===== src/core/dao_pkg.sv =====
// Purpose: Shared constants and types for the dual converter output and power block
// Assumes: 40 MHz system clock, four-level format pin already resolved to two bits
// Notes: Offsets are byte addresses on a 32-bit classic Wishbone slave
package dao_pkg;
	// ==========================================================
	// Data path
	localparam int DATA_W = 14;
	localparam int RAW_W = 16;
	localparam logic signed [RAW_W-1:0] RAW_MAX = 16'sh1FFF;
	localparam logic signed [RAW_W-1:0] RAW_MIN = 16'shE000;
	localparam logic [DATA_W-1:0] CODE_POS_FULL = 14'h1FFF;
	localparam logic [DATA_W-1:0] CODE_NEG_FULL = 14'h2000;
	localparam logic [DATA_W-1:0] CODE_MSB_FLIP = 14'h2000;
	// ==========================================================
	// Four-level format and stabilizer pin
	localparam logic [1:0] MODE_GND = 2'h0;
	localparam logic [1:0] MODE_THIRD = 2'h1;
	localparam logic [1:0] MODE_TWO_THIRD = 2'h2;
	localparam logic [1:0] MODE_SUPPLY = 2'h3;
	// ==========================================================
	// Register map
	localparam int ADR_W = 8;
	localparam logic [ADR_W-1:0] ADR_CTRL = 8'h00;
	localparam logic [ADR_W-1:0] ADR_STATUS = 8'h04;
	localparam logic [ADR_W-1:0] ADR_WORD_A = 8'h08;
	localparam logic [ADR_W-1:0] ADR_WORD_B = 8'h0C;
	localparam int CTRL_HS_BIT = 0;
	localparam logic CTRL_HS_RST = 1'b1;
	localparam int ST_PWR_A = 0;
	localparam int ST_PWR_B = 2;
	localparam int ST_VALID = 4;
	localparam int ST_LOCK = 6;
	localparam int ST_SLOW = 8;
	localparam int ST_DCS = 10;
	localparam int ST_TWOS = 11;
	localparam int ST_SWAP = 12;
	localparam int WORD_OF_BIT = 14;
	// ==========================================================
	// Timing
	localparam int CLK_PERIOD_NS = 25;
	localparam int SLEEP_WAKE_US = 700;
	localparam int SLEEP_WAKE_CYC = (SLEEP_WAKE_US * 1000 + CLK_PERIOD_NS - 1) / CLK_PERIOD_NS;
	localparam int CLK_STOP_NS = 1000;
	localparam int CLK_STOP_CYC = CLK_STOP_NS / CLK_PERIOD_NS;
	localparam int PER_W = 8;
	localparam int WAKE_W = 16;
	localparam int LOCK_EDGES = 100;
	localparam int NAP_WAKE_EDGES = 100;
	// ==========================================================
	// Per-channel power state
	typedef enum logic [1:0] {
		PWR_RUN = 2'b00,
		PWR_NAP = 2'b01,
		PWR_SLEEP = 2'b11,
		PWR_WAKE = 2'b10
	} dao_pwr_t;
endpackage


===== src/core/dao_top.sv =====
// Purpose: Output coding, overflow, strobe, output disable, power modes and bus swap
// Assumes: Sample clocks and pins are asynchronous and resynchronised to clk_i
// Notes: Tri-state pins are split into value and active-low enable
// Contract
// Other party keeps sample clock between 1 Msps and the grade's maximum rate.
// With stabilizer on, sample only on rising edge; falling edge is regenerated.
// With stabilizer on, accept 40-60% duty, produce internal 50% phase.
// After a long clock stop, stabilizer needs a hundred edges to relock.
// With stabilizer off, the source keeps duty within 50% plus or minus 5%.
// Four-level pin selects binary or two's complement and stabilizer on or off.
// Zero input is midscale binary or zero two's complement; overrange clamps.
// High-speed grade: shared overflow flag high when either channel overranges.
// Shared overflow flag disabled while channel A naps or sleeps.
// Low-speed grade: each channel drives its own overflow flag.
// Delayed copy of channel B clock is a strobe; capture on its falling edge.
// Strobe disabled while channel B naps or sleeps.
// Output disable high floats that channel's data and overflow outputs.
// Other party toggles output disable only during test or initialization.
// Each channel has its own output disable acting on its bus only.
// Shutdown low runs; high with disable high sleeps; high with disable low naps.
// Leaving sleep waits a reference recharge window before data is valid.
// Leaving nap gives valid data after about a hundred sample clock edges.
// Sleep and nap float all digital outputs of that channel.
// Power and disable states of the two channels are independent.
// Swap high puts A on first bus, B on second; low reverses them.
// Board ties swap and both clocks together to share one bus.
// Shared-bus mode presents A and B alternately, one clock phase each.
//
// Local design decisions: register access over Wishbone and the register addresses.
`timescale 1ns/100ps
module dao_top #(
	parameter int SLEEP_WAKE_CYC = dao_pkg::SLEEP_WAKE_CYC
) (
	input wire logic clk_i,
	input wire logic rst_i,
	input wire logic wb_cyc_i,
	input wire logic wb_stb_i,
	input wire logic wb_we_i,
	input wire logic [dao_pkg::ADR_W-1:0] wb_adr_i,
	input wire logic [3:0] wb_sel_i,
	input wire logic [31:0] wb_dat_i,
	output logic [31:0] wb_dat_o,
	output logic wb_ack_o,
	input wire logic sample_clock_a_i,
	input wire logic sample_clock_b_i,
	input wire logic [1:0] mode_level_i,
	input wire logic output_disable_n_a_i,
	input wire logic output_disable_n_b_i,
	input wire logic power_down_a_i,
	input wire logic power_down_b_i,
	input wire logic bus_swap_select_i,
	input wire logic signed [dao_pkg::RAW_W-1:0] analog_a_i,
	input wire logic signed [dao_pkg::RAW_W-1:0] analog_b_i,
	output logic [dao_pkg::DATA_W-1:0] first_output_bus_o,
	output logic first_output_bus_oe_n_o,
	output logic [dao_pkg::DATA_W-1:0] second_output_bus_o,
	output logic second_output_bus_oe_n_o,
	output logic overflow_flag_a_o,
	output logic overflow_flag_a_oe_n_o,
	output logic overflow_flag_b_o,
	output logic overflow_flag_b_oe_n_o,
	output logic data_strobe_out_o,
	output logic data_strobe_out_oe_n_o
);
	import dao_pkg::*;

	// ==========================================================
	// Pin resynchronisers
	logic [1:0] sclk, pd_in, dis_in;
	logic [1:0] clk_s1, clk_s2, clk_s3, pd_s1, pd_s2, dis_s1, dis_s2;
	logic [1:0] mode_s1, mode_s2;
	logic swap_s1, swap_s2;
	logic signed [RAW_W-1:0] raw_in [2];
	logic signed [RAW_W-1:0] raw_s1 [2];
	logic signed [RAW_W-1:0] raw_s2 [2];
	logic [1:0] rise;
	logic dcs_on, twos;
	logic hs_reg;

	assign sclk = {sample_clock_b_i, sample_clock_a_i};
	assign pd_in = {power_down_b_i, power_down_a_i};
	assign dis_in = {output_disable_n_b_i, output_disable_n_a_i};
	assign raw_in[0] = analog_a_i;
	assign raw_in[1] = analog_b_i;

	always_ff @(posedge clk_i) begin
		if (rst_i) begin
			mode_s1 <= MODE_GND;
			mode_s2 <= MODE_GND;
			swap_s1 <= 1'b0;
			swap_s2 <= 1'b0;
		end else begin
			mode_s1 <= mode_level_i;
			mode_s2 <= mode_s1;
			swap_s1 <= bus_swap_select_i;
			swap_s2 <= swap_s1;
		end
	end

	// Middle levels turn the stabilizer on; upper half selects two's complement
	assign dcs_on = (mode_s2 == MODE_THIRD) || (mode_s2 == MODE_TWO_THIRD);
	assign twos = (mode_s2 == MODE_TWO_THIRD) || (mode_s2 == MODE_SUPPLY);

	// ==========================================================
	// Per-channel clock, stabilizer, power and capture
	logic [PER_W-1:0] per_cnt_reg [2];
	logic [PER_W-1:0] per_reg [2];
	logic [6:0] lock_cnt_reg [2];
	logic [WAKE_W-1:0] wake_cnt_reg [2];
	dao_pwr_t pwr_reg [2];
	logic [1:0] phase_reg, wake_sleep_reg, of_reg, slow, locked, act, hz, valid;
	logic [DATA_W-1:0] word_reg [2];

	genvar c;
	generate
		for (c = 0; c < 2; c++) begin : g_ch
			logic [DATA_W-1:0] clamp_next;
			logic over_next;
			logic [PER_W-1:0] half;

			always_ff @(posedge clk_i) begin
				if (rst_i) begin
					clk_s1[c] <= 1'b0;
					clk_s2[c] <= 1'b0;
					clk_s3[c] <= 1'b0;
					pd_s1[c] <= 1'b0;
					pd_s2[c] <= 1'b0;
					dis_s1[c] <= 1'b1;
					dis_s2[c] <= 1'b1;
					raw_s1[c] <= '0;
					raw_s2[c] <= '0;
				end else begin
					clk_s1[c] <= sclk[c];
					clk_s2[c] <= clk_s1[c];
					clk_s3[c] <= clk_s2[c];
					pd_s1[c] <= pd_in[c];
					pd_s2[c] <= pd_s1[c];
					dis_s1[c] <= dis_in[c];
					dis_s2[c] <= dis_s1[c];
					raw_s1[c] <= raw_in[c];
					raw_s2[c] <= raw_s1[c];
				end
			end

			// Only the rising edge of the incoming clock is used for sampling; with the stabilizer off the phase copies the input
			assign rise[c] = clk_s2[c] & ~clk_s3[c];

			// Period in system cycles; saturation marks a stopped or too slow clock
			always_ff @(posedge clk_i) begin
				if (rst_i) begin
					per_cnt_reg[c] <= '0;
					per_reg[c] <= '0;
				end else if (rise[c]) begin
					per_cnt_reg[c] <= '0;
					per_reg[c] <= per_cnt_reg[c] + PER_W'(1);
				end else if (per_cnt_reg[c] != PER_W'(CLK_STOP_CYC)) begin
					per_cnt_reg[c] <= per_cnt_reg[c] + PER_W'(1);
				end
			end
			assign slow[c] = (per_cnt_reg[c] == PER_W'(CLK_STOP_CYC));

			// Relock needs a full run of edges after any stop long enough to saturate the period count
			always_ff @(posedge clk_i) begin
				if (rst_i || slow[c] || !dcs_on) begin
					lock_cnt_reg[c] <= '0;
				end else if (rise[c] && lock_cnt_reg[c] != 7'(LOCK_EDGES)) begin
					lock_cnt_reg[c] <= lock_cnt_reg[c] + 7'h01;
				end
			end
			assign locked[c] = !dcs_on || (lock_cnt_reg[c] == 7'(LOCK_EDGES));

			// Internal phase: stabilizer on, falls at half the measured period, whatever the input duty; off, follows the input
			assign half = per_reg[c] >> 1;
			always_ff @(posedge clk_i) begin
				if (rst_i) begin
					phase_reg[c] <= 1'b0;
				end else if (!dcs_on) begin
					phase_reg[c] <= clk_s2[c];
				end else if (rise[c]) begin
					phase_reg[c] <= 1'b1;
				end else if (slow[c] || per_cnt_reg[c] + PER_W'(1) >= half) begin
					phase_reg[c] <= 1'b0;
				end
			end

			// Power modes; sleep exit is timed in system cycles, nap exit in edges
			always_ff @(posedge clk_i) begin
				if (rst_i) begin
					pwr_reg[c] <= PWR_RUN;
					wake_sleep_reg[c] <= 1'b0;
					wake_cnt_reg[c] <= '0;
				end else begin
					unique case (pwr_reg[c])
						PWR_RUN, PWR_WAKE: begin
							if (pd_s2[c]) begin
								pwr_reg[c] <= dis_s2[c] ? PWR_SLEEP : PWR_NAP;
								if (dis_s2[c]) begin
									wake_sleep_reg[c] <= 1'b1;
								end
							end else if (pwr_reg[c] == PWR_WAKE) begin
								if (wake_sleep_reg[c]) begin
									wake_cnt_reg[c] <= wake_cnt_reg[c] + WAKE_W'(1);
									if (wake_cnt_reg[c] + WAKE_W'(1) >= WAKE_W'(SLEEP_WAKE_CYC)) begin
										pwr_reg[c] <= PWR_RUN;
										wake_sleep_reg[c] <= 1'b0;
									end
								end else if (rise[c]) begin
									wake_cnt_reg[c] <= wake_cnt_reg[c] + WAKE_W'(1);
									if (wake_cnt_reg[c] + WAKE_W'(1) >= WAKE_W'(NAP_WAKE_EDGES)) begin
										pwr_reg[c] <= PWR_RUN;
									end
								end
							end
						end
						PWR_NAP, PWR_SLEEP: begin
							wake_cnt_reg[c] <= '0;
							if (!pd_s2[c]) begin
								pwr_reg[c] <= PWR_WAKE;
							end else if (dis_s2[c]) begin
								pwr_reg[c] <= PWR_SLEEP;
								wake_sleep_reg[c] <= 1'b1;
							end else begin
								pwr_reg[c] <= PWR_NAP;
							end
						end
					endcase
				end
			end
			assign act[c] = (pwr_reg[c] == PWR_RUN) || (pwr_reg[c] == PWR_WAKE);
			// Each channel floats on its own disable or its own low-power state
			assign hz[c] = dis_s2[c] || !act[c];
			assign valid[c] = (pwr_reg[c] == PWR_RUN) && locked[c] && !slow[c];

			// Clamp and code the conversion result
			always_comb begin
				clamp_next = raw_s2[c][DATA_W-1:0];
				over_next = 1'b0;
				if (raw_s2[c] > RAW_MAX) begin
					clamp_next = CODE_POS_FULL;
					over_next = 1'b1;
				end else if (raw_s2[c] < RAW_MIN) begin
					clamp_next = CODE_NEG_FULL;
					over_next = 1'b1;
				end
				if (!twos) begin
					clamp_next = clamp_next ^ CODE_MSB_FLIP;
				end
			end

			always_ff @(posedge clk_i) begin
				if (rst_i) begin
					word_reg[c] <= '0;
					of_reg[c] <= 1'b0;
				end else if (rise[c] && act[c]) begin
					word_reg[c] <= clamp_next;
					of_reg[c] <= over_next;
				end
			end

			a_zero_code: assert property (@(posedge clk_i) disable iff (rst_i)
				rise[c] && act[c] && raw_s2[c] == 16'sh0000 |=> word_reg[c] == (twos ? 14'h0000 : 14'h2000))
				else $error("zero input not coded as midscale");
			a_clamp_high: assert property (@(posedge clk_i) disable iff (rst_i)
				rise[c] && act[c] && raw_s2[c] > RAW_MAX && $stable(mode_s2)
				|=> of_reg[c] && word_reg[c] == (twos ? 14'h1FFF : 14'h3FFF))
				else $error("overrange not clamped to full scale");
			a_sleep_entry: assert property (@(posedge clk_i) disable iff (rst_i)
				pwr_reg[c] == PWR_RUN && pd_s2[c] && dis_s2[c] |=> pwr_reg[c] == PWR_SLEEP)
				else $error("shutdown with disable high did not sleep");
			a_nap_exit: assert property (@(posedge clk_i) disable iff (rst_i)
				pwr_reg[c] == PWR_NAP && !pd_s2[c] && !wake_sleep_reg[c]
				|=> pwr_reg[c] == PWR_WAKE ##1 (pwr_reg[c] == PWR_WAKE || pd_s2[c])[*8])
				else $error("nap exit did not hold in recovery");
			a_dcs_phase: assert property (@(posedge clk_i) disable iff (rst_i)
				dcs_on && rise[c] && $stable(mode_s2) |=> phase_reg[c] ##1 (phase_reg[c] || half <= PER_W'(1)))
				else $error("stabilizer phase did not rise on input edge");
			a_relock: assert property (@(posedge clk_i) disable iff (rst_i)
				dcs_on && slow[c] |=> !locked[c])
				else $error("lock kept across a stopped clock");
		end
	endgenerate

	// ==========================================================
	// Output pins, all from flip-flops
	always_ff @(posedge clk_i) begin
		if (rst_i) begin
			first_output_bus_o <= '0;
			second_output_bus_o <= '0;
			first_output_bus_oe_n_o <= 1'b1;
			second_output_bus_oe_n_o <= 1'b1;
		end else begin
			// Tied to the clocks, the swap input alternates A and B each phase
			first_output_bus_o <= swap_s2 ? word_reg[0] : word_reg[1];
			second_output_bus_o <= swap_s2 ? word_reg[1] : word_reg[0];
			first_output_bus_oe_n_o <= swap_s2 ? hz[0] : hz[1];
			second_output_bus_oe_n_o <= swap_s2 ? hz[1] : hz[0];
		end
	end

	always_ff @(posedge clk_i) begin
		if (rst_i) begin
			overflow_flag_a_o <= 1'b0;
			overflow_flag_a_oe_n_o <= 1'b1;
			overflow_flag_b_o <= 1'b0;
			overflow_flag_b_oe_n_o <= 1'b1;
		end else if (hs_reg) begin
			overflow_flag_a_o <= of_reg[0] | of_reg[1];
			overflow_flag_a_oe_n_o <= hz[0];
			overflow_flag_b_o <= 1'b0;
			overflow_flag_b_oe_n_o <= 1'b1;
		end else begin
			overflow_flag_a_o <= of_reg[0];
			overflow_flag_a_oe_n_o <= hz[0];
			overflow_flag_b_o <= of_reg[1];
			overflow_flag_b_oe_n_o <= hz[1];
		end
	end

	// Strobe lags channel B phase by one cycle; data changed on the rise so a falling capture is safe
	always_ff @(posedge clk_i) begin
		if (rst_i) begin
			data_strobe_out_o <= 1'b0;
			data_strobe_out_oe_n_o <= 1'b1;
		end else begin
			data_strobe_out_o <= phase_reg[1];
			data_strobe_out_oe_n_o <= !hs_reg || !act[1];
		end
	end

	a_swap_route: assert property (@(posedge clk_i) disable iff (rst_i)
		swap_s2 |=> first_output_bus_o == $past(word_reg[0]) && second_output_bus_o == $past(word_reg[1]))
		else $error("swap high did not route A to first bus");
	a_swap_low: assert property (@(posedge clk_i) disable iff (rst_i)
		!swap_s2 |=> first_output_bus_o == $past(word_reg[1]) && first_output_bus_oe_n_o == $past(hz[1]))
		else $error("swap low did not route B to first bus");
	a_shared_of: assert property (@(posedge clk_i) disable iff (rst_i)
		hs_reg && (of_reg[0] || of_reg[1]) |=> overflow_flag_a_o)
		else $error("shared overflow missed a channel");
	a_of_float: assert property (@(posedge clk_i) disable iff (rst_i)
		pwr_reg[0] == PWR_NAP || pwr_reg[0] == PWR_SLEEP |=> overflow_flag_a_oe_n_o)
		else $error("overflow driven while channel A powered down");
	a_strobe_float: assert property (@(posedge clk_i) disable iff (rst_i)
		pwr_reg[1] == PWR_NAP || pwr_reg[1] == PWR_SLEEP |=> data_strobe_out_oe_n_o)
		else $error("strobe driven while channel B powered down");
	a_strobe_copy: assert property (@(posedge clk_i) disable iff (rst_i)
		$rose(phase_reg[1]) |=> $rose(data_strobe_out_o))
		else $error("strobe not a delayed copy of channel B phase");

	// ==========================================================
	// Wishbone slave: one wait state, every address acknowledged
	logic req;
	logic [31:0] status;

	assign req = wb_cyc_i && wb_stb_i && !wb_ack_o;
	assign status = {19'h00000, swap_s2, twos, dcs_on, slow, locked, valid, pwr_reg[1], pwr_reg[0]};

	always_ff @(posedge clk_i) begin
		if (rst_i) begin
			wb_ack_o <= 1'b0;
		end else begin
			wb_ack_o <= req;
		end
	end

	always_ff @(posedge clk_i) begin
		if (rst_i) begin
			hs_reg <= CTRL_HS_RST;
		end else if (req && wb_we_i && wb_sel_i[0] && wb_adr_i == ADR_CTRL) begin
			hs_reg <= wb_dat_i[CTRL_HS_BIT];
		end
	end

	always_ff @(posedge clk_i) begin
		if (rst_i) begin
			wb_dat_o <= '0;
		end else if (req) begin
			unique case (wb_adr_i)
				ADR_CTRL: wb_dat_o <= {31'h00000000, hs_reg};
				ADR_STATUS: wb_dat_o <= status;
				ADR_WORD_A: wb_dat_o <= {17'h00000, of_reg[0], word_reg[0]};
				ADR_WORD_B: wb_dat_o <= {17'h00000, of_reg[1], word_reg[1]};
				default: wb_dat_o <= '0;
			endcase
		end
	end

	a_wb_ack: assert property (@(posedge clk_i) disable iff (rst_i)
		wb_cyc_i && wb_stb_i && !wb_ack_o |=> wb_ack_o ##1 !wb_ack_o)
		else $error("ack not a single cycle after request");
endmodule


===== config.mk =====
export PLATFORM = sky130hd
export DESIGN_NAME = dao_top
export DESIGN_NICKNAME = d
export VERILOG_FILES = /design/src/core/dao_pkg.sv /design/src/core/dao_top.sv
export SDC_FILE = /design/constraint.sdc
export NUM_CORES = 1
export LEC_CHECK = 0
export BUFFER_PORTS_ARGS = -buffer_cell sky130_fd_sc_hd__buf_4
export CAP_MARGIN = 20
export CORE_MARGIN = 2
export CORE_UTILIZATION = 57
export DETAILED_ROUTE_END_ITERATION = 8
export GPL_TIMING_DRIVEN = 0
export PLACE_DENSITY = 0.86
export SLEW_MARGIN = 20
export SYNTH_ARGS = -nofsm -noshare
export SYNTH_HDL_FRONTEND = slang
export SYNTH_SLANG_ARGS = --single-unit

===== constraint.sdc =====
create_clock -name clk_i -period 3.5 [get_ports clk_i]
set_input_delay 0.175 -clock clk_i [delete_from_list [all_inputs] [get_ports clk_i]]
set_output_delay 0.175 -clock clk_i [all_outputs]
set_load 0.005 [all_outputs]

After elaboration in Yosys (flattened, before gate mapping). Memories as Yosys holds them, arrays and structs flattened. Cells that the tools add are included.

Memory bits (writable): 174. Word-level logic and storage cells: 363. Bits of input ports: 90. Memories: 8. Output and inout port bits: 69. Flip-flop bits (word level): 95.

Muxes and demuxes: 196. Reduce and logical (&&, ||, !) cells: 44. Equality and inequality tests: 25. $lt $le $gt $ge: 9. Add/subtract/negate cells: 6. Bitwise logic cells: 39.

Memory list: raw_s1 (words 2, width 16, read ports 2, clocked after Yosys merged registers in 0, wr ports 2, RTL line dao_top.sv:74) `logic signed [RAW_W-1:0] raw_s1 [2];`; raw_s2 (words 2, width 16, read ports 2, clocked after Yosys merged registers in 0, wr ports 2, RTL line dao_top.sv:75) `logic signed [RAW_W-1:0] raw_s2 [2];`; wake_cnt_reg (words 2, width 16, read ports 2, clocked after Yosys merged registers in 0, wr ports 2, RTL line dao_top.sv:109) `logic [WAKE_W-1:0] wake_cnt_reg [2];`; word_reg (words 2, width 14, read ports 2, clocked after Yosys merged registers in 0, wr ports 2, RTL line dao_top.sv:112) `logic [DATA_W-1:0] word_reg [2];`; per_cnt_reg (words 2, width 8, read ports 2, clocked after Yosys merged registers in 0, wr ports 2, RTL line dao_top.sv:106) `logic [PER_W-1:0] per_cnt_reg [2];`; per_reg (words 2, width 8, read ports 1, clocked after Yosys merged registers in 0, wr ports 2, RTL line dao_top.sv:107) `logic [PER_W-1:0] per_reg [2];`; 2 more memories.

Operators by type and width (count): $mux W16 (10); $mux W1 (151); $mux W14 (10); $pmux W15 S4 (1); $mux W8 (6); $or A1 B1 Y1 (33); $add A16 B1 Y16 const B (2); $ge A16 B15 Y1 const B (2); $ge A16 B7 Y1 const B (2); $gt A16 B14 Y1 const B (2); $lt A16 B14 Y1 const B (2); $mux W2 (14); $add A8 B1 Y8 const B (2); $eq A8 B4 Y1 const B (2); $eq A8 B6 Y1 const B (2); $ne A8 B6 Y1 const B (2); $add A7 B1 Y7 const B (2); $eq A7 B7 Y1 const B (2); $logic_or A1 B1 Y1 (14); $mux W7 (2); $ne A7 B7 Y1 const B (2); $logic_and A1 B1 Y1 (13); $eq A2 B2 Y1 const B (6); $reduce_or A2 Y1 (5); other kinds (13) (30).

Depth between registers and ports, before layout. An unclocked memory read counts as a cell.

Word-level depth: 15. Mapped depth: 10. Gate-level depth less buffers: 10.

Worst setup path before layout. OpenSTA, ideal clock, no wires.

Kind: register to register. Start: mem wake_cnt_reg[1][2]. End: mem pwr_reg[1][0] (netlist name) (enable). Setup time: 273 ps. Stages on the path, launching flop included: 8. Arrival time: 2225 ps. Data required time: 3227 ps. Path slack: 1002 ps. Period minus slack after synthesis: 2498 ps. Buffers on the path: 1. Path through: edfxtp_1 -> nand3_4 -> or4_1 -> buf_2 -> o31a_1 -> or4_1 -> o21ai_1 -> nand4b_1.

RTL lines: start, declared (RTL line dao_top.sv:109); end, declared (RTL line dao_top.sv:110) `dao_pwr_t pwr_reg [2];`.

==> metrics.md <==
| Metric | Value |
|---|---|
| Drt via density | 5.530 |
| TritonCTS clock tree | built |
| Clock latency at the later pin of the worst-skew pair | 520 ps |
| Met3 global-route usage | 3.795% |
| Detail Route Antenna Nets | 0 |
| Cell breakdown of the critical path | ha_1 > and4_1 > and3b_1 > mux2_2 > a22oi_1 > o31a_1 > o31a_1 > o221ai_1 |
| Number of top-level pins | 159 |
| Total standard cell area after synthesis | 10530 um2 |
| Leak pwr | 5.124 nW |
| Class of the tightest hold or removal check | primary input to register |
| Req. time, crit path | 3690 ps |
| Worst-path maximum fanout | 7 |
| Peak VDD IR | 0.0004664 V |
| Global router's overall resource usage | 23.87% |
| Final Max Slew Viols | 0 |
| Clock slew at reported path FFs | 60 ps |
| Portion of the post-synthesis area used by sequential elements | 55.82% |
| First-pass iteration count of the detailed router | 5 |
| Max-slew headroom at the worst pin | 35.03% |
| Number of antenna violations at the first check in global routing | 0 |
| Starting density of the core | 58.40% |
| Global routing usage on met2 | 42.11% |
| Number of nets at the end of the flow | 1298 |
| Kind of critical path | register to register |
| CORE AREA | 18020 um2 |
| Number of placement rows | 49 |
| Status | finished clean |
| FF-to-FF setup slack | 670 ps |
| Number of different library cells in the post-synthesis netlist | 65 |
| PwrDens | 486.9 nW/um2 |
| Share of synthesized flip-flops with an asynchronous set or reset | 0% |
| Setup repair after global routing missed its margin | false |
| Post-synthesis register bit count | 243 |
| Transition at the pin with the smallest max-transition slack | 964.4 ps |
| Num CTS Buffers | 24 |
| Vias in the first global route | 7464 |
| Number of sinks handled by clock tree synthesis | 243 |
| First-pass GRT wire length | 37630 um |
| Kind of launch point of the worst setup path | register |
| Most common flop cell mapped by yosys | dfxtp_1 |
| Routability cong. | 0.9508 |
| Proportion of layout cells with a drive suffix above 1 | 16.67% |
| Layout area overhead | 22.49% |
| Count of vias placed by the detailed router | 7935 |
| Setup Buffers After CTS | 0 |
| Endpoints failing hold | 0 |
| Total die area | 19570 um2 |
| Congestion Overflow GR | 0 |
| Htree depth | 1 |
| Total negative setup slack | 0 ps |
| Number of placed cells counting well taps | 1349 |
| Achievable clock frequency | 352.8 MHz |
| Met1 track demand over resource | 30.27% |
| Mapped Cells | 999 |
| Crit path arrival time | 3020 ps |
| Crit path buffers/inverters | 0 |
| Cell family with most CP delay | compound AO/OA/AOI/OAI gates |
| Max Cap Viol | 0 |
| Remaining DRCs | 0 |
| Critical Path Max Stage Delay | 470 ps |
| Count of flip-flops with a built-in enable after synthesis | 101 |
| Root Buffer | clkbuf_16 |
| Detailed Place HPWL | 16320 um |
| Final std cells w/o fill | 1435 |
| CP endpoint kind | register |
| Iteration-0 DRC Markers | 690 |
| Number of I/O port buffers | 105 |
| Diodes inserted | 0 |
| Routed len/inst | 16.69 um |
| Count of endpoints failing setup in the final report | 0 |
| Mean instance size in the synthesized netlist | 10.54 um2 |
| Final period demand of the worst path | 2835 ps |
| Largest net degree at the start of global routing | 17 |
| Die span in y | 139.9 um |
| Maximum buffer depth of the clock tree | 3 |
| Final worst path period share | 80.99% |
| Worst Clk Skew | 8.140 ps |
| Post-detailed-routing wire length | 23950 um |
| Yosys warns | 0 |
| Most utilized layer in the global route result | met2 |
| Most repeated library cell on the critical path | o31a_1 |
| Die W | 139.9 um |
| Slowest library cell on the worst path | edfxtp_1 |
[layer usage]
layer  up-vias  share of wire (%)
met5         -                  0
met2       346                 50
met1      3745                 40
met3        58                7.4
met4         0                2.9
li1       3786                  -
[area by class of cell]
class / count / area (um2)
Buffer: 69 / 361.6
Clock buffer: 37 / 752.0
Clock inverter: 7 / 52.55
Fill cell: 1225 / 5131
Inverter: 32 / 120.1
Multi-Input combinational cell: 671 / 4237
Sequential cell: 243 / 5876
Tap cell: 229 / 286.5
Timing Repair Buffer: 147 / 1209
[power by group]
part	total, mW	internal, mW	switching (mW)	leakage, nW
clock	2.55	1.49	1.06	0.402
sequential	3.18	3.09	0.0907	2.28
combinational	0.544	0.263	0.281	2.44
total	6.28	4.84	1.44	5.12
[path summary, 6_finish.rpt]
kind,cells past startpoint,endpoint,from
hold / removal,5,wb_dat_o[4]$_SDFFE_PP0P_,wb_stb_i
hold reg to reg,1,dis_s2[1]$_SDFF_PP1_,dis_s1[1]$_SDFF_PP1_
setup reg to reg,8,pwr_reg[0][0]$_SDFFCE_PP1P_,wake_cnt_reg[0][0]$_SDFFCE_PP0P_
setup / recovery,8,pwr_reg[0][0]$_SDFFCE_PP1P_,wake_cnt_reg[0][0]$_SDFFCE_PP0P_
[worst reg2reg max path, delay by kind of cell, from the launching register on]
family                     cells  cell delay (ps)
and+or+nand+nor                2              600
DFF                            1              470
adders and majority gates      1              340
muxes                          1              180
AOI/OAI and AO/OA              4              920
[synthesized netlist by cell type (12+ instances only)]
master	n	area, um2
xor2_1	22	192.7
ha_1	20	250.2
o21ai_0	16	80.08
dfxtp_1	142	2843
nand3_1	25	125.1
inv_1	32	120.1
buf_4	21	157.7
nor2b_1	96	600.6
nor2_1	146	548.0
xnor2_1	31	271.5
nor3_1	22	110.1
edfxtp_1	101	3033
mux2i_1	37	370.4
a21oi_1	24	120.1
clkbuf_1	37	138.9
nand4_1	12	75.07
nand2_1	43	161.4
o21a_1	27	202.7
and3_1	13	81.33
[cell usage in the layout, fill, tap and decap left out, drive strengths merged, types with 35 or more instances in the layout]
master       synthesis  final
nand2               44     44
nor2b               96     96
edfxtp             101    101
nor2               147    147
clkbuf              41     78
mux2i               37     37
inv                 32     35
dfxtp              142    142
dlygate4sd3          0     42
buf                 28    133
[cell families (layout without fill, tap and decap cells)]
family,Yosys count,after routing,synth area share (%)
simple gates,415,415,20.34
mux,47,47,4.695
fa+ha+maj,20,20,2.377
xor+xnor,53,53,4.410
compound gates,119,119,7.750
other cells,1,17,0.03562
flops,243,243,55.82
buf+inv,101,292,4.576
[stage by stage]
stage               setup slack (ps)  utilization [%]  hold slack (ps)  power (mW)  cell area [um2]
finish                         665.2            71.53            110.6       6.278            12890
global route                   506.9            71.53            164.2       6.487            12890
CTS                            660.8            71.53            114.1       6.292            12890
detailed placement             654.4            64.74            363.6       3.729            11670
global placement               746.0            64.70            365.7       3.708            11660
floorplan                       1002                -            278.8       3.536            10590
[timing repair]
| item | 4_1_cts | 5_1_grt |
|---|---|---|
| hold buffers | 42 | 0 |
| hold endpoints to repair | 42 | 0 |
| setup endpoints to repair | 0 | 0 |
| resized for setup | 0 | 0 |
No activity file was read; power rests on OpenSTA's default activity.
